$ cat src/hw/iss_pkg.sv
// constants shared by the i2c slave status block
// assumes a 32-bit axi4-lite register bus and byte offsets within one 256-byte window
package iss_pkg;
	// ==========================================================
	// register offsets
	localparam logic [7:0] OFF_CTRL = 8'h00;
	localparam logic [7:0] OFF_STAT = 8'h04;
	localparam logic [7:0] OFF_RXD = 8'h08;
	localparam logic [7:0] OFF_TXD = 8'h0C;
	localparam logic [7:0] OFF_ID0 = 8'h10;
	localparam logic [7:0] OFF_ALT = 8'h20;
	localparam int NUM_IDS = 4;

	// ==========================================================
	// control field positions
	localparam int CTL_W = 6;
	localparam int CTL_EN = 0;
	localparam int CTL_GC_EN = 1;
	localparam int CTL_STOP_IE = 2;
	localparam int CTL_RX_IE = 3;
	localparam int CTL_NACK_EN = 4;
	localparam int CTL_GC_CLR = 5;
	localparam logic [5:0] CTL_RST = 6'h00;

	// ==========================================================
	// status field positions
	localparam int ST_STOP = 10;
	localparam int ST_GCT_LO = 8;
	localparam int ST_GC = 7;
	localparam int ST_BUSY = 6;
	localparam int ST_NACK = 5;
	localparam int ST_OVF = 4;
	localparam int ST_RXQ = 3;

	// ==========================================================
	// general call codes and types
	localparam logic [7:0] GC_RESET_CODE = 8'h06;
	localparam logic [7:0] GC_PROG_CODE = 8'h04;
	localparam logic [1:0] GCT_NONE = 2'h0;
	localparam logic [1:0] GCT_RESET = 2'h1;
	localparam logic [1:0] GCT_PROG = 2'h2;
	localparam logic [1:0] GCT_ALT = 2'h3;

	// ==========================================================
	// reset values and sizes
	localparam logic [6:0] ID_RST = 7'h00;
	localparam logic [6:0] ALT_RST = 7'h00;
	localparam logic [7:0] TXD_RST = 8'hFF;
	localparam int RX_DEPTH_DEF = 4;
	localparam logic [3:0] BIT_ACK = 4'h8;
	localparam logic [3:0] BIT_END = 4'h9;
	localparam logic [1:0] RESP_OKAY = 2'h0;
	localparam logic [1:0] RESP_SLVERR = 2'h2;

	typedef enum logic [2:0] {
		BUS_IDLE,
		BUS_ADDR,
		BUS_GC2,
		BUS_RX,
		BUS_TX,
		BUS_WAIT
	} iss_bus_t;
endpackage

$ cat src/hw/iss_line_sync.sv
// synchroniser and condition detector for the scl and sda pins
// assumes both pins arrive asynchronously and are far slower than mclk
`timescale 1ns/1ps
module iss_line_sync (
	input wire logic mclk,
	input wire logic rst_n,
	input wire logic scl_in,
	input wire logic sda_in,
	output logic sda_s,
	output logic scl_rise,
	output logic scl_fall,
	output logic start_p,
	output logic stop_p
);
	// ==========================================================
	// two-stage synchronisers, third stage for edges
	logic [1:0] scl_ff_q;
	logic [1:0] sda_ff_q;
	logic scl_old_q;
	logic sda_old_q;

	always_ff @(posedge mclk or negedge rst_n) begin
		if (!rst_n) begin
			scl_ff_q <= 2'h3;
			sda_ff_q <= 2'h3;
			scl_old_q <= 1'b1;
			sda_old_q <= 1'b1;
		end else begin
			scl_ff_q <= {scl_ff_q[0], scl_in};
			sda_ff_q <= {sda_ff_q[0], sda_in};
			scl_old_q <= scl_ff_q[1];
			sda_old_q <= sda_ff_q[1];
		end
	end

	// ==========================================================
	// conditions; sda moving while scl stays high is a start or stop
	assign sda_s = sda_ff_q[1];
	assign scl_rise = scl_ff_q[1] & ~scl_old_q;
	assign scl_fall = ~scl_ff_q[1] & scl_old_q;
	assign start_p = scl_ff_q[1] & scl_old_q & sda_old_q & ~sda_ff_q[1];
	assign stop_p = scl_ff_q[1] & scl_old_q & ~sda_old_q & sda_ff_q[1];
endmodule

$ cat src/hw/iss_top.sv
// i2c slave with status flags, receive fifo and axi4-lite registers
// assumes an external open-drain bus; scl is only sensed, never stretched
// Contract
// - stop-after-start flag sits at status bit 10
// - stop after start and match sets flag
// - stop flag with enable raises interrupt
// - status register read clears stop flag
// - general call type field at bits 9:8
// - general call reset keeps type field
// - general call clear write clears type
// - any general call sets bit 7
// - general call reset restores register defaults
// - hardware general call second byte enters fifo
// - general call clear write clears bit 7
// - start condition with enable sets busy bit 6
// - busy clears on mismatch or stop
// - address nack sets bit 5 flag
// - push into full fifo sets bit 4
// - bit 3 set while fifo holds data
// - receive flag with enable raises interrupt
//
// Register access over AXI4-Lite and the register addresses were decided locally.
`timescale 1ns/1ps
module iss_top #(
	parameter int RX_DEPTH = iss_pkg::RX_DEPTH_DEF
) (
	input wire logic mclk,
	input wire logic rst_n,
	input wire logic [7:0] s_axi_awaddr,
	input wire logic s_axi_awvalid,
	output logic s_axi_awready,
	input wire logic [31:0] s_axi_wdata,
	input wire logic [3:0] s_axi_wstrb,
	input wire logic s_axi_wvalid,
	output logic s_axi_wready,
	output logic [1:0] s_axi_bresp,
	output logic s_axi_bvalid,
	input wire logic s_axi_bready,
	input wire logic [7:0] s_axi_araddr,
	input wire logic s_axi_arvalid,
	output logic s_axi_arready,
	output logic [31:0] s_axi_rdata,
	output logic [1:0] s_axi_rresp,
	output logic s_axi_rvalid,
	input wire logic s_axi_rready,
	input wire logic scl_in,
	input wire logic sda_in,
	output logic sda_out,
	output logic sda_oe_n,
	output logic irq
);
	localparam int PW = (RX_DEPTH > 1) ? $clog2(RX_DEPTH) : 1;
	localparam int CW = $clog2(RX_DEPTH + 1);
	localparam logic [CW-1:0] FULL_CNT = CW'(RX_DEPTH);

	// ==========================================================
	// pin conditions
	logic sda_s;
	logic scl_rise;
	logic scl_fall;
	logic start_p;
	logic stop_p;

	iss_line_sync u_sync (
		.mclk(mclk),
		.rst_n(rst_n),
		.scl_in(scl_in),
		.sda_in(sda_in),
		.sda_s(sda_s),
		.scl_rise(scl_rise),
		.scl_fall(scl_fall),
		.start_p(start_p),
		.stop_p(stop_p)
	);

	// ==========================================================
	// state declarations
	iss_pkg::iss_bus_t st_q;
	logic [3:0] cnt_q;
	logic [7:0] sh_q;
	logic [7:0] txsh_q;
	logic drv_q;
	logic armed_q;
	logic [iss_pkg::CTL_W-1:0] ctl_q;
	logic [6:0] id_q [iss_pkg::NUM_IDS];
	logic [6:0] alt_q;
	logic [7:0] txd_q;
	logic txv_q;
	logic [7:0] fifo_q [RX_DEPTH];
	logic [PW-1:0] wp_q;
	logic [PW-1:0] rp_q;
	logic [CW-1:0] cnt_rx_q;
	logic stop_f_q;
	logic [1:0] gct_q;
	logic gc_f_q;
	logic busy_q;
	logic nack_q;
	logic ovf_q;
	logic irq_q;

	// ==========================================================
	// address decisions
	logic [iss_pkg::NUM_IDS-1:0] id_hit_v;
	genvar gi;
	generate
		for (gi = 0; gi < iss_pkg::NUM_IDS; gi++) begin : g_id
			assign id_hit_v[gi] = (sh_q[7:1] == id_q[gi]);
		end
	endgenerate

	wire byte_done = scl_fall & (cnt_q == iss_pkg::BIT_ACK);
	wire in_addr = byte_done & (st_q == iss_pkg::BUS_ADDR);
	wire in_gc2 = byte_done & (st_q == iss_pkg::BUS_GC2);
	wire id_hit = |id_hit_v;
	wire rw_bit = sh_q[0];
	wire force_nack = ctl_q[iss_pkg::CTL_NACK_EN];
	wire is_gc = ctl_q[iss_pkg::CTL_GC_EN] & (sh_q[7:1] == 7'h00) & ~rw_bit;
	wire nack_rd = id_hit & rw_bit & (~txv_q | force_nack);
	wire nack_wr = id_hit & ~rw_bit & force_nack;
	wire addr_ok = is_gc | (id_hit & ~nack_rd & ~nack_wr);
	wire ack_now = (st_q == iss_pkg::BUS_ADDR) ? addr_ok :
		((st_q == iss_pkg::BUS_RX) | (st_q == iss_pkg::BUS_GC2));
	wire gc_rst = in_gc2 & (sh_q == iss_pkg::GC_RESET_CODE);
	wire gc_hw = in_gc2 & sh_q[0];
	wire fifo_full = (cnt_rx_q == FULL_CNT);
	wire fifo_nempty = (cnt_rx_q != '0);
	wire push = (byte_done & (st_q == iss_pkg::BUS_RX)) | gc_hw;
	wire tx_next = scl_rise & (cnt_q == iss_pkg::BIT_ACK) & (st_q == iss_pkg::BUS_TX);

	// ==========================================================
	// bus byte engine
	always_ff @(posedge mclk or negedge rst_n) begin
		if (!rst_n) begin
			st_q <= iss_pkg::BUS_IDLE;
			cnt_q <= 4'h0;
			sh_q <= 8'h00;
		end else if (stop_p | (start_p & ~ctl_q[iss_pkg::CTL_EN])) begin
			st_q <= iss_pkg::BUS_IDLE;
			cnt_q <= 4'h0;
		end else if (start_p) begin
			st_q <= iss_pkg::BUS_ADDR;
			cnt_q <= 4'h0;
		end else if (scl_rise) begin
			if (cnt_q < iss_pkg::BIT_ACK) begin
				sh_q <= {sh_q[6:0], sda_s};
				cnt_q <= cnt_q + 4'h1;
			end else begin
				cnt_q <= iss_pkg::BIT_END;
				// master nack ends a read
				if (tx_next & sda_s) st_q <= iss_pkg::BUS_WAIT;
			end
		end else if (byte_done) begin
			case (st_q)
				iss_pkg::BUS_ADDR: begin
					if (is_gc) st_q <= iss_pkg::BUS_GC2;
					else if (addr_ok & rw_bit) st_q <= iss_pkg::BUS_TX;
					else if (addr_ok) st_q <= iss_pkg::BUS_RX;
					else st_q <= iss_pkg::BUS_WAIT;
				end
				iss_pkg::BUS_GC2: st_q <= iss_pkg::BUS_WAIT;
				default: st_q <= st_q;
			endcase
		end else if (scl_fall & (cnt_q == iss_pkg::BIT_END)) begin
			cnt_q <= 4'h0;
		end
	end

	// ==========================================================
	// sda drive: pull low for ack and for zero data bits
	wire drv_tx = (st_q == iss_pkg::BUS_TX) & ~txsh_q[7];
	always_ff @(posedge mclk or negedge rst_n) begin
		if (!rst_n) drv_q <= 1'b0;
		else if (start_p | stop_p) drv_q <= 1'b0;
		else if (byte_done) drv_q <= ack_now & (st_q != iss_pkg::BUS_TX);
		else if (scl_fall) drv_q <= drv_tx;
	end

	// transmit shifter; an empty buffer sends all ones
	// loads on each acked ninth bit, address ack included, so a byte is never loaded twice
	wire tx_load = tx_next & ~sda_s;
	always_ff @(posedge mclk or negedge rst_n) begin
		if (!rst_n) txsh_q <= iss_pkg::TXD_RST;
		else if (tx_load) txsh_q <= txv_q ? txd_q : iss_pkg::TXD_RST;
		else if (scl_rise & (st_q == iss_pkg::BUS_TX) & (cnt_q < iss_pkg::BIT_ACK)) txsh_q <= {txsh_q[6:0], 1'b1};
	end

	assign sda_out = 1'b0;
	assign sda_oe_n = ~drv_q;

	// ==========================================================
	// axi4-lite write side; address and data held until both present
	logic aw_h_q;
	logic w_h_q;
	logic [7:0] awa_q;
	logic [31:0] wd_q;
	logic [3:0] ws_q;
	logic bvalid_q;
	logic [1:0] bresp_q;

	wire do_wr = aw_h_q & w_h_q & ~bvalid_q;
	wire wr_lane0 = do_wr & ws_q[0];
	wire wr_ctl = wr_lane0 & (awa_q == iss_pkg::OFF_CTRL);
	wire wr_txd = wr_lane0 & (awa_q == iss_pkg::OFF_TXD);
	wire wr_alt = wr_lane0 & (awa_q == iss_pkg::OFF_ALT);
	wire wr_id_sel = (awa_q[7:4] == iss_pkg::OFF_ID0[7:4]) & (awa_q[1:0] == 2'h0);
	wire [1:0] wr_id_ix = awa_q[3:2];
	wire wr_map = wr_ctl | wr_txd | wr_alt | (do_wr & wr_id_sel) |
		(awa_q == iss_pkg::OFF_STAT) | (awa_q == iss_pkg::OFF_RXD);
	wire s_wd_clr = wd_q[iss_pkg::CTL_GC_CLR];
	wire gc_clr = wr_ctl & s_wd_clr;

	assign s_axi_awready = ~aw_h_q;
	assign s_axi_wready = ~w_h_q;
	assign s_axi_bvalid = bvalid_q;
	assign s_axi_bresp = bresp_q;

	always_ff @(posedge mclk or negedge rst_n) begin
		if (!rst_n) begin
			aw_h_q <= 1'b0;
			w_h_q <= 1'b0;
			awa_q <= 8'h00;
			wd_q <= 32'h0000_0000;
			ws_q <= 4'h0;
		end else begin
			if (s_axi_awvalid & ~aw_h_q) begin
				aw_h_q <= 1'b1;
				awa_q <= s_axi_awaddr;
			end else if (do_wr) aw_h_q <= 1'b0;
			if (s_axi_wvalid & ~w_h_q) begin
				w_h_q <= 1'b1;
				wd_q <= s_axi_wdata;
				ws_q <= s_axi_wstrb;
			end else if (do_wr) w_h_q <= 1'b0;
		end
	end

	always_ff @(posedge mclk or negedge rst_n) begin
		if (!rst_n) begin
			bvalid_q <= 1'b0;
			bresp_q <= iss_pkg::RESP_OKAY;
		end else if (do_wr) begin
			bvalid_q <= 1'b1;
			bresp_q <= wr_map ? iss_pkg::RESP_OKAY : iss_pkg::RESP_SLVERR;
		end else if (s_axi_bready) bvalid_q <= 1'b0;
	end

	// ==========================================================
	// software registers; general call reset returns them to defaults
	always_ff @(posedge mclk or negedge rst_n) begin
		if (!rst_n) begin
			ctl_q <= iss_pkg::CTL_RST;
			alt_q <= iss_pkg::ALT_RST;
			txd_q <= iss_pkg::TXD_RST;
			txv_q <= 1'b0;
		end else if (gc_rst) begin
			ctl_q <= iss_pkg::CTL_RST;
			alt_q <= iss_pkg::ALT_RST;
			txd_q <= iss_pkg::TXD_RST;
			txv_q <= 1'b0;
		end else begin
			// clear bit is a strobe, never stored
			if (wr_ctl) ctl_q <= {1'b0, wd_q[iss_pkg::CTL_W-2:0]};
			if (wr_alt) alt_q <= wd_q[6:0];
			if (wr_txd) txd_q <= wd_q[7:0];
			if (wr_txd) txv_q <= 1'b1;
			else if (tx_load) txv_q <= 1'b0;
		end
	end

	generate
		for (gi = 0; gi < iss_pkg::NUM_IDS; gi++) begin : g_idreg
			always_ff @(posedge mclk or negedge rst_n) begin
				if (!rst_n) id_q[gi] <= iss_pkg::ID_RST;
				else if (gc_rst) id_q[gi] <= iss_pkg::ID_RST;
				else if (wr_lane0 & wr_id_sel & (wr_id_ix == 2'(gi))) id_q[gi] <= wd_q[6:0];
			end
		end
	endgenerate

	// ==========================================================
	// axi4-lite read side; reads of status and rx data have side effects
	logic rvalid_q;
	logic [31:0] rdata_q;
	logic [1:0] rresp_q;
	wire rd_take = s_axi_arvalid & ~rvalid_q;
	wire [15:0] stat_w = {5'h00, stop_f_q, gct_q, gc_f_q, busy_q, nack_q, ovf_q,
		fifo_nempty, 3'h0};
	wire rd_stat = rd_take & (s_axi_araddr == iss_pkg::OFF_STAT);
	wire rd_rx = rd_take & (s_axi_araddr == iss_pkg::OFF_RXD);
	wire pop = rd_rx & fifo_nempty;
	wire ar_id = (s_axi_araddr[7:4] == iss_pkg::OFF_ID0[7:4]) & (s_axi_araddr[1:0] == 2'h0);
	wire [31:0] rd_mux =
		(s_axi_araddr == iss_pkg::OFF_CTRL) ? {26'h000_0000, ctl_q} :
		(s_axi_araddr == iss_pkg::OFF_STAT) ? {16'h0000, stat_w} :
		(s_axi_araddr == iss_pkg::OFF_RXD) ? {24'h00_0000, fifo_q[rp_q]} :
		(s_axi_araddr == iss_pkg::OFF_TXD) ? {24'h00_0000, txd_q} :
		(s_axi_araddr == iss_pkg::OFF_ALT) ? {25'h000_0000, alt_q} :
		ar_id ? {25'h000_0000, id_q[s_axi_araddr[3:2]]} : 32'h0000_0000;
	wire rd_map = (s_axi_araddr == iss_pkg::OFF_CTRL) | (s_axi_araddr == iss_pkg::OFF_STAT) |
		(s_axi_araddr == iss_pkg::OFF_RXD) | (s_axi_araddr == iss_pkg::OFF_TXD) |
		(s_axi_araddr == iss_pkg::OFF_ALT) | ar_id;

	assign s_axi_arready = ~rvalid_q;
	assign s_axi_rvalid = rvalid_q;
	assign s_axi_rdata = rdata_q;
	assign s_axi_rresp = rresp_q;

	always_ff @(posedge mclk or negedge rst_n) begin
		if (!rst_n) begin
			rvalid_q <= 1'b0;
			rdata_q <= 32'h0000_0000;
			rresp_q <= iss_pkg::RESP_OKAY;
		end else if (rd_take) begin
			rvalid_q <= 1'b1;
			rdata_q <= rd_mux;
			rresp_q <= rd_map ? iss_pkg::RESP_OKAY : iss_pkg::RESP_SLVERR;
		end else if (s_axi_rready) rvalid_q <= 1'b0;
	end

	// ==========================================================
	// receive fifo; a byte arriving when full is dropped
	always_ff @(posedge mclk) begin
		if (push & ~fifo_full) fifo_q[wp_q] <= sh_q;
	end

	wire do_push = push & ~fifo_full;
	always_ff @(posedge mclk or negedge rst_n) begin
		if (!rst_n) begin
			wp_q <= '0;
			rp_q <= '0;
			cnt_rx_q <= '0;
		end else if (gc_rst) begin
			wp_q <= '0;
			rp_q <= '0;
			cnt_rx_q <= '0;
		end else begin
			if (do_push) wp_q <= (wp_q == PW'(RX_DEPTH - 1)) ? '0 : wp_q + PW'(1);
			if (pop) rp_q <= (rp_q == PW'(RX_DEPTH - 1)) ? '0 : rp_q + PW'(1);
			cnt_rx_q <= cnt_rx_q + CW'(do_push) - CW'(pop);
		end
	end

	// ==========================================================
	// status flags; a hardware set wins over a clear in the same cycle
	always_ff @(posedge mclk or negedge rst_n) begin
		if (!rst_n) begin
			armed_q <= 1'b0;
			stop_f_q <= 1'b0;
			busy_q <= 1'b0;
			nack_q <= 1'b0;
			ovf_q <= 1'b0;
		end else begin
			if (stop_p) armed_q <= 1'b0;
			else if (in_addr & (id_hit | is_gc)) armed_q <= 1'b1;
			if (stop_p & armed_q) stop_f_q <= 1'b1;
			else if (rd_stat | gc_rst) stop_f_q <= 1'b0;
			if (start_p & ctl_q[iss_pkg::CTL_EN]) busy_q <= 1'b1;
			else if (stop_p | (in_addr & ~(id_hit | is_gc)) | gc_rst) busy_q <= 1'b0;
			if (in_addr & (nack_rd | nack_wr)) nack_q <= 1'b1;
			else if (start_p | gc_rst) nack_q <= 1'b0;
			if (push & fifo_full) ovf_q <= 1'b1;
			else if (push | pop | gc_rst) ovf_q <= 1'b0;
		end
	end

	// general call flag and type survive the general call reset
	wire [1:0] gct_new = (sh_q == iss_pkg::GC_RESET_CODE) ? iss_pkg::GCT_RESET :
		(sh_q == iss_pkg::GC_PROG_CODE) ? iss_pkg::GCT_PROG :
		(sh_q[0] & (sh_q[7:1] == alt_q)) ? iss_pkg::GCT_ALT : gct_q;
	always_ff @(posedge mclk or negedge rst_n) begin
		if (!rst_n) begin
			gc_f_q <= 1'b0;
			gct_q <= iss_pkg::GCT_NONE;
		end else begin
			if (in_gc2) gc_f_q <= 1'b1;
			else if (gc_clr) gc_f_q <= 1'b0;
			// type codes; kept on reset; clear write
			if (in_gc2) gct_q <= gct_new;
			else if (gc_clr) gct_q <= iss_pkg::GCT_NONE;
		end
	end

	// ==========================================================
	// interrupt request, registered
	always_ff @(posedge mclk or negedge rst_n) begin
		if (!rst_n) irq_q <= 1'b0;
		else irq_q <= (stop_f_q & ctl_q[iss_pkg::CTL_STOP_IE]) |
			(fifo_nempty & ctl_q[iss_pkg::CTL_RX_IE]);
	end
	assign irq = irq_q;
	wire unused_ok = stat_w[iss_pkg::ST_STOP] | ^ws_q[3:1];
endmodule

$ cat config.mk
export PLATFORM = sky130hd
export DESIGN_NAME = iss_top
export DESIGN_NICKNAME = d
export VERILOG_FILES = /design/src/hw/iss_pkg.sv /design/src/hw/iss_line_sync.sv /design/src/hw/iss_top.sv
export SDC_FILE = /design/constraint.sdc
export NUM_CORES = 1
export LEC_CHECK = 0
export ABC_AREA = 1
export BUFFER_PORTS_ARGS = -buffer_cell sky130_fd_sc_hd__buf_4
export CORE_MARGIN = 4
export CORE_UTILIZATION = 45
export DETAILED_ROUTE_END_ITERATION = 7
export PLACE_DENSITY_LB_ADDON = 0.2
export SKIP_LAST_GASP = 1
export SLEW_MARGIN = 20
export SYNTH_ARGS = -nofsm -noshare
export SYNTH_HDL_FRONTEND = slang
export SYNTH_SLANG_ARGS = --single-unit
export TNS_END_PERCENT = 10
$ cat constraint.sdc
create_clock -name mclk -period 2.5 [get_ports mclk]
set_clock_uncertainty 0.2 [all_clocks]
set_input_delay 0.5 -clock mclk [delete_from_list [all_inputs] [get_ports mclk]]
set_output_delay 0.5 -clock mclk [all_outputs]
set_load 0.01 [all_outputs]
Word-level counts from Yosys, hierarchy flattened
Memories as Yosys holds them, arrays and structs flattened. Cells that the tools add are included.

Output and inout port bits: 44. Flip-flop bits (word level): 153. Memory bits (writable): 32. Memories: 1. Bits of input ports: 61.

Memories: fifo_q (words 4, bits a word 8, rd ports 1, clocked after Yosys merged registers in 0, write ports 1, RTL line iss_top.sv:89) `logic [7:0] fifo_q [RX_DEPTH];`.

Add/subtract/negate cells: 5. Bitwise logic cells: 108. Reductions and logical operators: 37. Order comparisons: 2. Muxes and demuxes: 84. Equal/unequal tests: 34.

Operator list (number): 7-bit two-way mux (14); 1-bit bitwise AND (63); 8-bit two-way mux (7); 2-bit nonzero test (20); 7-bit == test (5); 8-bit by 3-bit == test with 1-bit output, second input constant (4); 8-bit by 4-bit == test with 1-bit output, second input constant (4); 3-bit two-way mux (10); 1-bit two-way mux (28); 2-bit two-way mux (13); 1-bit bitwise OR (25); 4-bit two-way mux (6); 11-bit two-way mux (2); 1-bit NOT (19); 8-bit by 6-bit == test with 1-bit output, second input constant (2); 8-bit zero test (2); 7-bit binary-select mux with 2-bit select (1); 6-bit two-way mux (2); 3-bit nonzero test (3); 2-bit == test, second input constant (4); 4-bit by 1-bit == test with 1-bit output, second input constant (2); 4-bit == test, second input constant (2); 4-bit by 1-bit inequality test with 1-bit output, second input constant (2); 4-bit AND reduction (2); other kinds (21) (28).

Depth between registers and ports, before layout
Gate-level depths: netlist (run 1).

Depth after elaboration: 16. Gate-level depth with buffers: 14. Mapped depth without buffers: 14.

Cells and area by module
Synthesis (run 1) repeated with hierarchy kept, for this count alone.

Cell total of the unflattened synthesis: 928. Area, all modules: 8120.3 µm².

By module, submodules not included: iss_top (cells each 911, area an instance 7921.3 µm², times used 1, sequential area each 4058.9 µm²); iss_line_sync (cells each 17, area an instance 198.9 µm², times used 1, sequential area each 157.7 µm²).

Worst setup path after synthesis (run 1)
OpenSTA, ideal clock, no wires.

Path kind: input -> register. From: in s_axi_araddr[7]. To: reg cnt_rx_q[2]. Buffers on the path: 0. Arrival: 2.337 ns. Cell stages on the path: 14. Setup time: 0.120 ns. Path slack: -0.157 ns. Cells stage by stage: nor2_1 nand3_1 nor2_1 inv_1 nor2_2 nand3_1 inv_1 ha_1 inv_1 ha_1 inv_1 fa_1 xor2_1 nor2_1.

Word-level cells in the longest chain between the ends: 5.

Ends and longest elaborated chain: start, declared (RTL line iss_top.sv:39) `input wire logic [7:0] s_axi_araddr,`; 8-bit by 4-bit == test with 1-bit output (RTL line iss_top.sv:289) `wire rd_rx = rd_take & (s_axi_araddr == iss_pkg::OFF_RXD);`; 1-bit bitwise AND (RTL line iss_top.sv:289); 1-bit bitwise AND (RTL line iss_top.sv:290) `wire pop = rd_rx & fifo_nempty;`; 3-bit by 1-bit subtractor with 3-bit output (RTL line iss_top.sv:339) `cnt_rx_q <= cnt_rx_q + CW'(do_push) - CW'(pop);`; 3-bit two-way mux (RTL line iss_top.sv:332) `end else if (gc_rst) begin`; end signal, assigned (RTL line iss_top.sv:339); end, declared (RTL line iss_top.sv:92) `logic [CW-1:0] cnt_rx_q;`.

No other way between the ends. A chain may end at the register's enable or synchronous reset.

Worst setup path after layout (run 1)
From: reg u_sync.scl_old_q. To: reg cnt_rx_q[1].

Word-level cells in the longest chain between the ends: 9.

Ends and longest elaborated chain: start, declared (RTL line iss_line_sync.sv:19) `logic scl_old_q;`; start signal, assigned (RTL line iss_line_sync.sv:31) `scl_old_q <= scl_ff_q[1];`; 1-bit bitwise AND (*) (RTL line iss_line_sync.sv:40) `assign scl_fall = ~scl_ff_q[1] & scl_old_q;`; 1-bit bitwise AND (*) (RTL line iss_top.sv:111) `wire byte_done = scl_fall & (cnt_q == iss_pkg::BIT_ACK);`; 1-bit bitwise AND (RTL line iss_top.sv:113) `wire in_gc2 = byte_done & (st_q == iss_pkg::BUS_GC2);`; 1-bit bitwise AND (RTL line iss_top.sv:124) `wire gc_hw = in_gc2 & sh_q[0];`; 1-bit bitwise OR (RTL line iss_top.sv:127) `wire push = (byte_done & (st_q == iss_pkg::BUS_RX)) | gc_hw;`; 1-bit bitwise AND (RTL line iss_top.sv:326) `wire do_push = push & ~fifo_full;`; 3-bit by 1-bit adder with 3-bit output (RTL line iss_top.sv:339); 3-bit by 1-bit subtractor with 3-bit output (RTL line iss_top.sv:339); 3-bit two-way mux (*) (RTL line iss_top.sv:332).

Mark *: on every way between the ends. The rest lies on a longest branch, timed or not.

==> results.py, run 1 <==
metrics = {
    "run_status": {
        "status": "complete, but fails checks",
        "violations": "setup timing",
    },
    "setup_path": {
        "critPathSlowestCell": "dfstp_2",
        "cp_max_fo": 2,
        "crit_family": "adder cells",
        "critPathLaunchType": "register",
        "path_buf_inv": 3,
        "required_ns": 2.60,
        "cp.depth": 11,
        "r2r_start": "u_sync.scl_old_q$_DFF_PN1_",
        "cp_slowest_stage_delay_ns": 0.54,
        "critPathKind": "reg -> reg",
        "path_common_cell": "inv_2",
        "crit_chain": "inv_2, nor2_4, nand3_4, a211oi_4, o31ai_4, ha_1, inv_1, ha_2, inv_2, fa_2, nor2_1",
        "crit_path_end_kind": "register",
        "r2r-end": "cnt_rx_q[1]$_DFF_PN0_",
        "arrival_ns": 2.65,
        "rrSetupSlack_ns": -0.05,
        "rr_worst_depth": 11,
    },
    "floorplan": {
        "die_area_um2": 20200,
        "die_w_um": 142,
        "rows": 48,
        "core_area_um2": 17500,
        "num_io_pins": 105,
        "die_y_um": 142,
        "initial_core_util": 0.463,
    },
    "power": {
        "cellLeakagePower_uw": 0.00446,
        "finalPower_uw": 8550,
        "peakVddDrop_v": 0.000589,
        "power_density_nw_per_um2": 886,
    },
    "yosys": {
        "ys_seq_elements": 161,
        "synth_top_cell_by_area": "dfrtp_1",
        "synth-edff-count": 32,
        "synthCells": 902,
        "syn_avg_cell_area_um2": 8.97,
        "netlist.area_leader.share": 0.331,
        "netlist_top_cells_area": "dfrtp_1 (33%), edfxtp_1 (12%), nand2_1 (9.5%)",
        "yosys.cell_types.count": 57,
        "async_flop_share": 0.801,
        "synth_area_um2": 8100,
        "yosysWarnings": 0,
        "synth_seq_area_share": 0.521,
        "ys.flop_type": "dfrtp_1",
    },
    "global_route": {
        "grt_max_degree": 53,
        "gr-total-overflow": 0,
        "antenna_found_initial": 0,
        "grt_pass1_vias": 6083,
        "grt_first_pass_wirelength_mm": 32.3,
        "grt_use_total": 0.205,
    },
    "final_layout": {
        "area_growth_pct": 19.1,
        "finalNonFillerCells": 1248,
        "drive_gt1_frac": 0.220,
        "n_antenna_cell": 0,
        "nFillCells": 1591,
        "fin_nets": 1082,
    },
    "min_path": {
        "hold_path_class": "in -> reg",
        "min_to": "s_axi_bvalid$_DFFE_PN0P_",
        "worstHoldPathCells": 2,
        "min_from": "s_axi_bready",
    },
    "routing": {
        "drt-pass1-iter-count": 5,
        "drt_iter0_markers": 470,
        "routed_wl_mm": 19.8,
        "postRouteAntennaNets": 0,
        "vias_per_cell": 5.12,
        "remaining_drc_errors": 0,
        "wire_per_inst_um": 15.9,
        "num_vias": 6386,
    },
    "flow_run": {
        "maxCapViolCount": 0,
    },
    "timing": {
        "fmax_mhz": 393,
        "max_slew_margin": 0.606,
        "report.final.slew_viol_count": 0,
        "setup_violations": 2,
        "finalHoldViolCount": 0,
        "period_needed_ns": 2.55,
        "worstMarginPinSlew_ns": 0.586,
        "rsz0062_at_grt": "yes",
        "finalCritPeriodShare": 1.02,
        "fin_ws_ns": -0.0473,
    },
    "placed_design": {
        "place.gp.congestion": 0.910,
        "hpwl_mm": 15.0,
        "numPortBuffers": 53,
        "dp_cells": 1211,
    },
    "clock_tree": {
        "cts_made_buffers": 17,
        "htreeDepth": 4,
        "insertion_delay_ns": 0.42,
        "clockBufferDepth": 2,
        "cts_tree": "done",
        "clkSlewWorstSetupHoldPaths_ns": 0.06,
        "cts_root_buf": "clkbuf_16",
        "clock-sinks": 161,
    },
}
-- worst register-to-register path: cells and delay by family (launching register included) --
family / cells / cell delay (ns)
simple gates: 3 / 0.24
fa+ha+maj: 3 / 0.96
buf+inv: 3 / 0.15
compound gates: 2 / 0.36
flops: 1 / 0.54
-- through the flow --
step	setup slack [ns]	instance area (um^2)	hold WS, ns	setup TNS (ns)	utilization
2_1_floorplan	-0.0883	8210	0.00441	-0.111	-
3_3_place_gp	-0.240	9000	0.147	-0.406	0.515
3_5_place_dp	-0.295	9000	0.147	-0.523	0.515
4_1_cts	-0.138	9640	0.0736	-0.247	0.552
5_1_grt	-0.191	9640	0.0770	-0.359	0.552
6_report	-0.0473	9640	0.0817	-0.0846	0.552
-- power breakdown --
| part | internal, uW | switching [uW] |
|---|---|---|
| logic | 895 | 1410 |
| registers | 3240 | 430 |
| clock network | 1530 | 1040 |
-- final cells by class --
| type | count | area (um^2) | area share |
|---|---|---|---|
| clock buffer | 20 | 457 | 0.0474 |
| tap | 225 | 282 | 0.0292 |
| inverter | 114 | 433 | 0.0449 |
| clock inverter | 12 | 131 | 0.0136 |
| sequential | 161 | 4220 | 0.437 |
| timing repair buffer | 111 | 870 | 0.0902 |
| multi-input combinational | 605 | 3250 | 0.337 |
-- synth_stat cells (all sizes together) (3+ instances only) --
cell	instances
a211oi	3
a21oi	42
a221oi	9
a22o	3
a22oi	8
a31oi	7
buf	38
clkbuf	7
dfrtp	107
dfstp	22
edfxtp	32
ha	10
inv	113
mux2	10
nand2	206
nand3	30
nand4	8
nor2	94
nor3	15
nor4	3
o211ai	3
o21ai	87
o22ai	12
o31ai	4
xnor2	11
xor2	3
-- cells in the final DEF, fill, tap and decap left out, types with 3 or more instances in the layout --
cell type and count:
o22ai_1 12, o211ai_1 3, mux2_2 10, o21ai_0 51, nor3_1 13, buf_4 105, o21ai_1 22, nor2_4 5
nand4_1 8, dlygate4sd3_1 3, xor2_1 3, nor2_2 7, clkbuf_16 17, inv_2 7, inv_6 3, a22oi_1 8
nor2_1 82, conb_1 24, inv_1 105, xnor2_1 11, nand3_1 27, o21ai_2 14, a31oi_1 5, nand2_1 205
a21oi_1 40, ha_1 8, clkinv_2 4, dfrtp_1 107, a22o_1 3, clkinv_4 3, dfstp_2 22, edfxtp_1 32
a221oi_1 9
-- cell families after synthesis --
family          share of synthesized area
other cells                      0.000463
xor+xnor                           0.0151
mux                                0.0139
fa+ha+maj                          0.0179
simple gates                        0.194
buf+inv                            0.0924
compound gates                      0.146
flops                               0.521
-- state kept, by name, summed over array words and instances (netlist names), 7 cells and up --
name and cells:
wd_q 8, sh_q 8, txsh_q 8, txd_q 8, s_axi_rdata 11, awa_q 8
fifo_q 32, alt_q 7, id_q 28
-- worst max path at each step --
stage               slack, ns                     to                       start
global placement        -0.24  cnt_rx_q[2]$_DFF_PN0_             s_axi_araddr[7]
floorplan               -0.09  cnt_rx_q[2]$_DFF_PN0_        cnt_q[0]$_DFFE_PN0P_
CTS                     -0.14  cnt_rx_q[1]$_DFF_PN0_  u_sync.scl_old_q$_DFF_PN1_
global route            -0.19  cnt_rx_q[2]$_DFF_PN0_  u_sync.scl_old_q$_DFF_PN1_
finish                  -0.05  cnt_rx_q[1]$_DFF_PN0_  u_sync.scl_old_q$_DFF_PN1_
detailed placement      -0.29  cnt_rx_q[2]$_DFF_PN0_             s_axi_araddr[7]
-- per-layer routing --
metal	global-route usage	vias up	wire length [um]
met1	0.289	3022	9260
li1	-	3166	-
met4	0.0702	0	448
met3	0.0360	30	1000
met2	0.322	168	9120
met5	0	-	0
-- what timing repair did --
item / CTS / global route
setup buffers: 2 / 0
endpoints found under the setup margin: 2 / 2
pin swaps: 7 / 3
hold buffers: 3 / 0
resized for setup: 3 / 0
endpoints found under the hold margin: 40 / 0
Note: power is estimated with default switching activity, not from simulation.
==> run 2: changes to the inputs <==
- clock period: 2.5 -> 3.07 ns (I/O delays scaled with it)
==> results.py, run 2 (synthesized netlist as in run 1, its figures left out) <==
metrics = {
    "run_status": {
        "status": "complete, no violations",
    },
    "power": {
        "power.internal_uw": 4640,
        "power_frac_clock": 0.317,
        "p_switching_uw": 2290,
        "peakVddDrop_v": 0.000475,
        "swShare": 0.331,
        "pwr-share-seq": 0.443,
        "power_density_nw_per_um2": 743,
        "cellLeakagePower_uw": 0.00428,
        "combinationalPowerShare": 0.240,
    },
    "placed_design": {
        "place.gp.congestion": 0.893,
        "dp_cells": 1177,
        "numPortBuffers": 53,
        "hpwl_mm": 14.4,
    },
    "timing": {
        "rsz0062_at_grt": "no",
        "fmax_mhz": 361,
        "worstMarginPinSlew_ns": 0.659,
        "finalHoldViolCount": 0,
        "finalCritPeriodShare": 0.904,
        "report.final.slew_viol_count": 0,
        "setup_violations": 0,
        "finalSetupTns_ns": 0,
        "period_needed_ns": 2.77,
        "max_slew_margin": 0.561,
    },
    "setup_path": {
        "r2r_start": "u_sync.scl_old_q$_DFF_PN1_",
        "crit_path_end_kind": "register",
        "cp-startpoint": "u_sync.scl_old_q$_DFF_PN1_",
        "critPathKind": "reg -> reg",
        "required_ns": 3.23,
        "critPathLaunchType": "register",
        "arrival_ns": 2.93,
        "cp_max_fo": 5,
    },
    "final_layout": {
        "finalNonFillerCells": 1210,
        "final_common_cell": "nand2_1",
        "nFillCells": 1627,
        "area_growth_pct": 15.2,
        "layout_common_cells": "nand2_1 (205), dfrtp_1 (107), inv_1 (106)",
        "fin_nets": 1044,
        "largest-register": "fifo_q",
        "n_antenna_cell": 0,
        "largest_reg_flops": 32,
        "drive_gt1_frac": 0.186,
    },
    "routing": {
        "wire_per_inst_um": 16.1,
        "vias_per_cell": 5.14,
        "drt_iter0_markers": 385,
        "remaining_drc_errors": 0,
        "drt-pass1-iter-count": 5,
        "postRouteAntennaNets": 0,
        "routed_wl_mm": 19.5,
        "num_vias": 6219,
    },
    "clock_tree": {
        "clkSlewWorstSetupHoldPaths_ns": 0.06,
        "clock-sinks": 161,
        "insertion_delay_ns": 0.42,
        "postCtsSetupRepairBufs": 0,
        "cts_tree": "done",
        "htreeDepth": 4,
        "cts_resized": 0,
        "cts_made_buffers": 17,
        "clockBufferDepth": 2,
        "cts_root_buf": "clkbuf_16",
        "postCtsHoldBufs": 1,
    },
    "floorplan": {
        "initial_core_util": 0.463,
        "die_y_um": 142,
        "core_area_um2": 17500,
        "die_area_um2": 20200,
        "num_io_pins": 105,
        "die_w_um": 142,
        "rows": 48,
    },
    "flow_run": {
        "maxCapViolCount": 0,
    },
    "global_route": {
        "grt_pass1_vias": 6111,
        "antenna_found_initial": 0,
        "gr-total-overflow": 0,
        "grt_first_pass_wirelength_mm": 31.4,
        "grt_max_degree": 66,
        "grt_use_total": 0.199,
    },
    "min_path": {
        "hold_path_class": "in -> reg",
        "min_from": "scl_in",
    },
}
run 2: layout make-up:
| cell class | instances | area [um^2] | area share |
|---|---|---|---|
| clock buffer | 17 | 425 | 0.0456 |
| clock inverter | 15 | 189 | 0.0203 |
| inverter | 114 | 433 | 0.0464 |
| multi-input combinational | 605 | 3220 | 0.345 |
| sequential | 161 | 4220 | 0.452 |
| tap | 225 | 282 | 0.0302 |
| timing repair buffer | 73 | 567 | 0.0608 |
run 2: worst max-delay path: stages (launching register included):
cell	delay, ns
dfstp_2	0.55
inv_2	0.05
nor2_2	0.17
nand3_4	0.14
a211oi_2	0.26
o31ai_2	0.13
ha_1	0.30
inv_1	0.05
ha_1	0.14
inv_1	0.05
fa_1	0.39
xor2_1	0.17
nor2_1	0.10
run 2: metrics by stage:
| stage | area, um^2 | total power [uW] | setup slack [ns] | utilization | hold slack, ns |
|---|---|---|---|---|---|
| 2_1_floorplan | 8180 | 4210 | 0.299 | - | 0.118 |
| 3_3_place_gp | 8700 | 4730 | 0.106 | 0.498 | 0.146 |
| 3_5_place_dp | 8700 | 4770 | 0.0711 | 0.498 | 0.149 |
| 4_1_cts | 9330 | 6980 | 0.292 | 0.534 | 0.0790 |
| 5_1_grt | 9330 | 7340 | 0.124 | 0.534 | 0.0789 |
| 6_report | 9330 | 6930 | 0.296 | 0.534 | 0.0941 |
run 2: final timing paths:
kind	depth (start not counted)	to	slack, ns
min in group asynchronous	2	id_q[16]$_DFFE_PN0P_	0.56
max	12	cnt_rx_q[2]$_DFF_PN0_	0.30
max in group asynchronous	3	sh_q[6]$_DFFE_PN0P_	1.31
min	1	u_sync.scl_ff_q[0]$_DFF_PN1_	0.09
max reg2reg	12	cnt_rx_q[2]$_DFF_PN0_	0.30
min reg2reg	0	u_sync.scl_ff_q[1]$_DFF_PN1_	0.16
run 2: power groups by stage:
stage	Clock, uW	Sequential, uW	Combinational, uW
global route	2330	3130	1890
finish	2200	3070	1660
CTS	2230	3060	1680
detailed placement	0	3090	1670
global placement	0	3090	1640
floorplan	0	2930	1290
run 2: routing by layer:
| layer | wire length, um | up-vias | track usage |
|---|---|---|---|
| met2 | 8890 | 176 | 0.309 |
| met3 | 1020 | 30 | 0.0470 |
| met5 | 0 | - | 0 |
| li1 | - | 3085 | - |
| met1 | 9070 | 2928 | 0.275 |
| met4 | 494 | 0 | 0.0722 |
==> run 3: changes to the inputs <==
- SYNTH_HIERARCHICAL: unset -> 1
==> results.py, run 3 <==
metrics = {
    "final_layout": {
        "multi_input_area_um2": 3220,
        "final_common_cell": "nand2_1",
        "area_growth_pct": 16.1,
        "layout_common_cells": "nand2_1 (219), dfrtp_1 (107), inv_1 (97)",
        "nFillCells": 1624,
        "drive_gt1_frac": 0.192,
        "n_antenna_cell": 0,
        "final_area_um2": 9430,
        "fin_nets": 1072,
        "largest_reg_flops": 32,
        "largest-register": "fifo_q",
        "regArea_um2": 4220,
    },
    "placed_design": {
        "numPortBuffers": 53,
        "hpwl_mm": 14.9,
        "postPlaceCellArea_um2": 8760,
        "place.gp.congestion": 0.905,
    },
    "yosys": {
        "netlist_top_cells_area": "dfrtp_1 (33%), edfxtp_1 (12%), nand2_1 (10%)",
        "netlist.area_leader.share": 0.330,
        "synth-edff-count": 32,
        "yosys.cell_types.count": 56,
        "synth_area_um2": 8120,
        "synth_top_cell_by_area": "dfrtp_1",
        "ys.flop_type": "dfrtp_1",
        "syn_avg_cell_area_um2": 8.75,
        "yosysMostFrequentCell": "nand2_1",
        "synth_seq_area_share": 0.519,
        "async_flop_share": 0.801,
        "yosysWarnings": 6,
        "synth_commonest_cells": "nand2_1 (219), dfrtp_1 (107), inv_1 (98), nor2_1 (78), o21ai_0 (76)",
        "ys_seq_elements": 161,
        "synthCells": 928,
    },
    "setup_path": {
        "cp_max_fo": 6,
        "critPathLaunchType": "register",
        "arrival_ns": 2.92,
        "critPathKind": "reg -> reg",
        "required_ns": 3.18,
        "crit_path_end_kind": "register",
    },
    "clock_tree": {
        "clockBufferDepth": 2,
        "htreeDepth": 4,
        "clkSlewWorstSetupHoldPaths_ns": 0.07,
        "cts_made_buffers": 17,
        "postCtsSetupRepairBufs": 0,
        "cts_tree": "done",
        "cts_root_buf": "clkbuf_16",
        "clock-sinks": 161,
        "insertion_delay_ns": 0.42,
    },
    "routing": {
        "drt_iter0_markers": 474,
        "vias_per_cell": 5.15,
        "postRouteAntennaNets": 0,
        "wire_per_inst_um": 16.0,
        "remaining_drc_errors": 0,
        "routed_wl_mm": 19.8,
        "drt-pass1-iter-count": 5,
        "num_vias": 6370,
    },
    "timing": {
        "period_needed_ns": 2.81,
        "finalCritPeriodShare": 0.916,
        "setup_violations": 0,
        "max_slew_margin": 0.566,
        "worstMarginPinSlew_ns": 0.644,
        "finalHoldViolCount": 0,
        "fmax_mhz": 356,
        "report.final.slew_viol_count": 0,
        "rsz0062_at_grt": "no",
        "finalSetupTns_ns": 0,
    },
    "power": {
        "peakVddDrop_v": 0.000441,
        "power_frac_clock": 0.329,
        "swShare": 0.321,
        "power.internal_uw": 4520,
        "pwr-share-seq": 0.447,
        "combinationalPowerShare": 0.223,
        "p_switching_uw": 2130,
        "cellLeakagePower_uw": 0.00426,
        "power_density_nw_per_um2": 706,
    },
    "global_route": {
        "antenna_found_initial": 0,
        "grt_use_total": 0.202,
        "grt_pass1_vias": 6043,
        "grt_first_pass_wirelength_mm": 31.8,
        "grt_use_met3": 0.0376,
        "met1_usage": 0.285,
        "use_met2": 0.311,
        "gr-total-overflow": 0,
        "grt_max_degree": 54,
        "grt.busiest_layer": "met2",
    },
    "floorplan": {
        "die_y_um": 142,
        "rows": 48,
        "num_io_pins": 105,
        "die_w_um": 142,
        "die_area_um2": 20300,
        "core_area_um2": 17500,
        "initial_core_util": 0.465,
    },
    "run_status": {
        "status": "complete, no violations",
    },
    "flow_run": {
        "maxCapViolCount": 0,
    },
    "min_path": {
        "hold_path_class": "in -> reg",
    },
}
==> run 3: repair_timing <==
item                                   CTS  global route
gates resized for setup                  0             5
setup endpoints to repair                0             2
endpoints found under the hold margin   43             0
hold buffers                             1             0
==> run 3: worst paths after layout <==
path / from / endpoint / slack, ns / cells past startpoint
worst max-delay path: cnt_q[0]$_DFFE_PN0P_ / cnt_rx_q[2]$_DFF_PN0_ / 0.26 / 14
worst min-delay path: scl_in / u_sync/scl_ff_q[0]$_DFF_PN1_ / 0.09 / 1
worst max register to register: cnt_q[0]$_DFFE_PN0P_ / cnt_rx_q[2]$_DFF_PN0_ / 0.26 / 14
worst min register to register: u_sync/sda_ff_q[0]$_DFF_PN1_ / u_sync/sda_ff_q[1]$_DFF_PN1_ / 0.16 / 0
max in group asynchronous: rst_n / u_sync/scl_ff_q[1]$_DFF_PN1_ / 1.48 / 3
min in group asynchronous: rst_n / id_q[20]$_DFFE_PN0P_ / 0.50 / 2
==> run 3: layer usage <==
layer	part of all wire	wire [um]
met2	0.46	9020
met4	0.031	610
met5	0	0
met1	0.47	9230
met3	0.049	966
==> run 3: worst max-delay path, cell delays in order (launching register included) <==
cell and delay (ns):
dfrtp_1 0.41, inv_1 0.10, ha_2 0.22, nand3_2 0.10, a211oi_2 0.25, inv_1 0.09
nor2_2 0.12, inv_2 0.07, ha_1 0.29, inv_1 0.06, ha_1 0.12, inv_1 0.05
fa_1 0.39, xor2_1 0.16, nor2_1 0.06
==> run 3: cells by family after synthesis <==
kind of cell             Yosys count  synth area share
AND/OR/NAND/NOR                  372             0.197
adder cells (fa/ha/maj)           11            0.0179
multiplexers                      11            0.0153
XOR/XNOR                          11            0.0119
AO/OA/AOI/OAI                    194             0.142
flip-flops                       161             0.519
buffers and inverters            167            0.0960
other                              1          0.000462
==> run 3: final cells by class <==
cell class,instances,share of cell area
sequential,161,0.447
timing repair buffer,80,0.0657
clock buffer,24,0.0589
inverter,117,0.0474
clock inverter,8,0.00889
multi-input combinational,623,0.342
tap,225,0.0299
==> run 3: power groups by stage <==
stage                     registers, uW  clock network, uW  logic [uW]
final                              2980               2190        1490
after global routing               3030               2320        1690
after CTS                          2970               2230        1500
after detailed placement           3010                  0        1490
after global placement             3000                  0        1460
after floorplan                    2850                  0        1130
==> run 3: stage by stage <==
| stage | setup slack, ns | total power, uW | utilization | std cells | hold slack [ns] |
|---|---|---|---|---|---|
| 2_1_floorplan | 0.149 | 3980 | - | 951 | 0.118 |
| 3_3_place_gp | 0.0911 | 4460 | 0.502 | 1205 | 0.146 |
| 3_5_place_dp | 0.108 | 4500 | 0.502 | 1205 | 0.147 |
| 4_1_cts | 0.111 | 6700 | 0.539 | 1238 | 0.0757 |
| 5_1_grt | 0.0301 | 7040 | 0.539 | 1238 | 0.0719 |
| 6_report | 0.258 | 6660 | 0.539 | 1238 | 0.0900 |
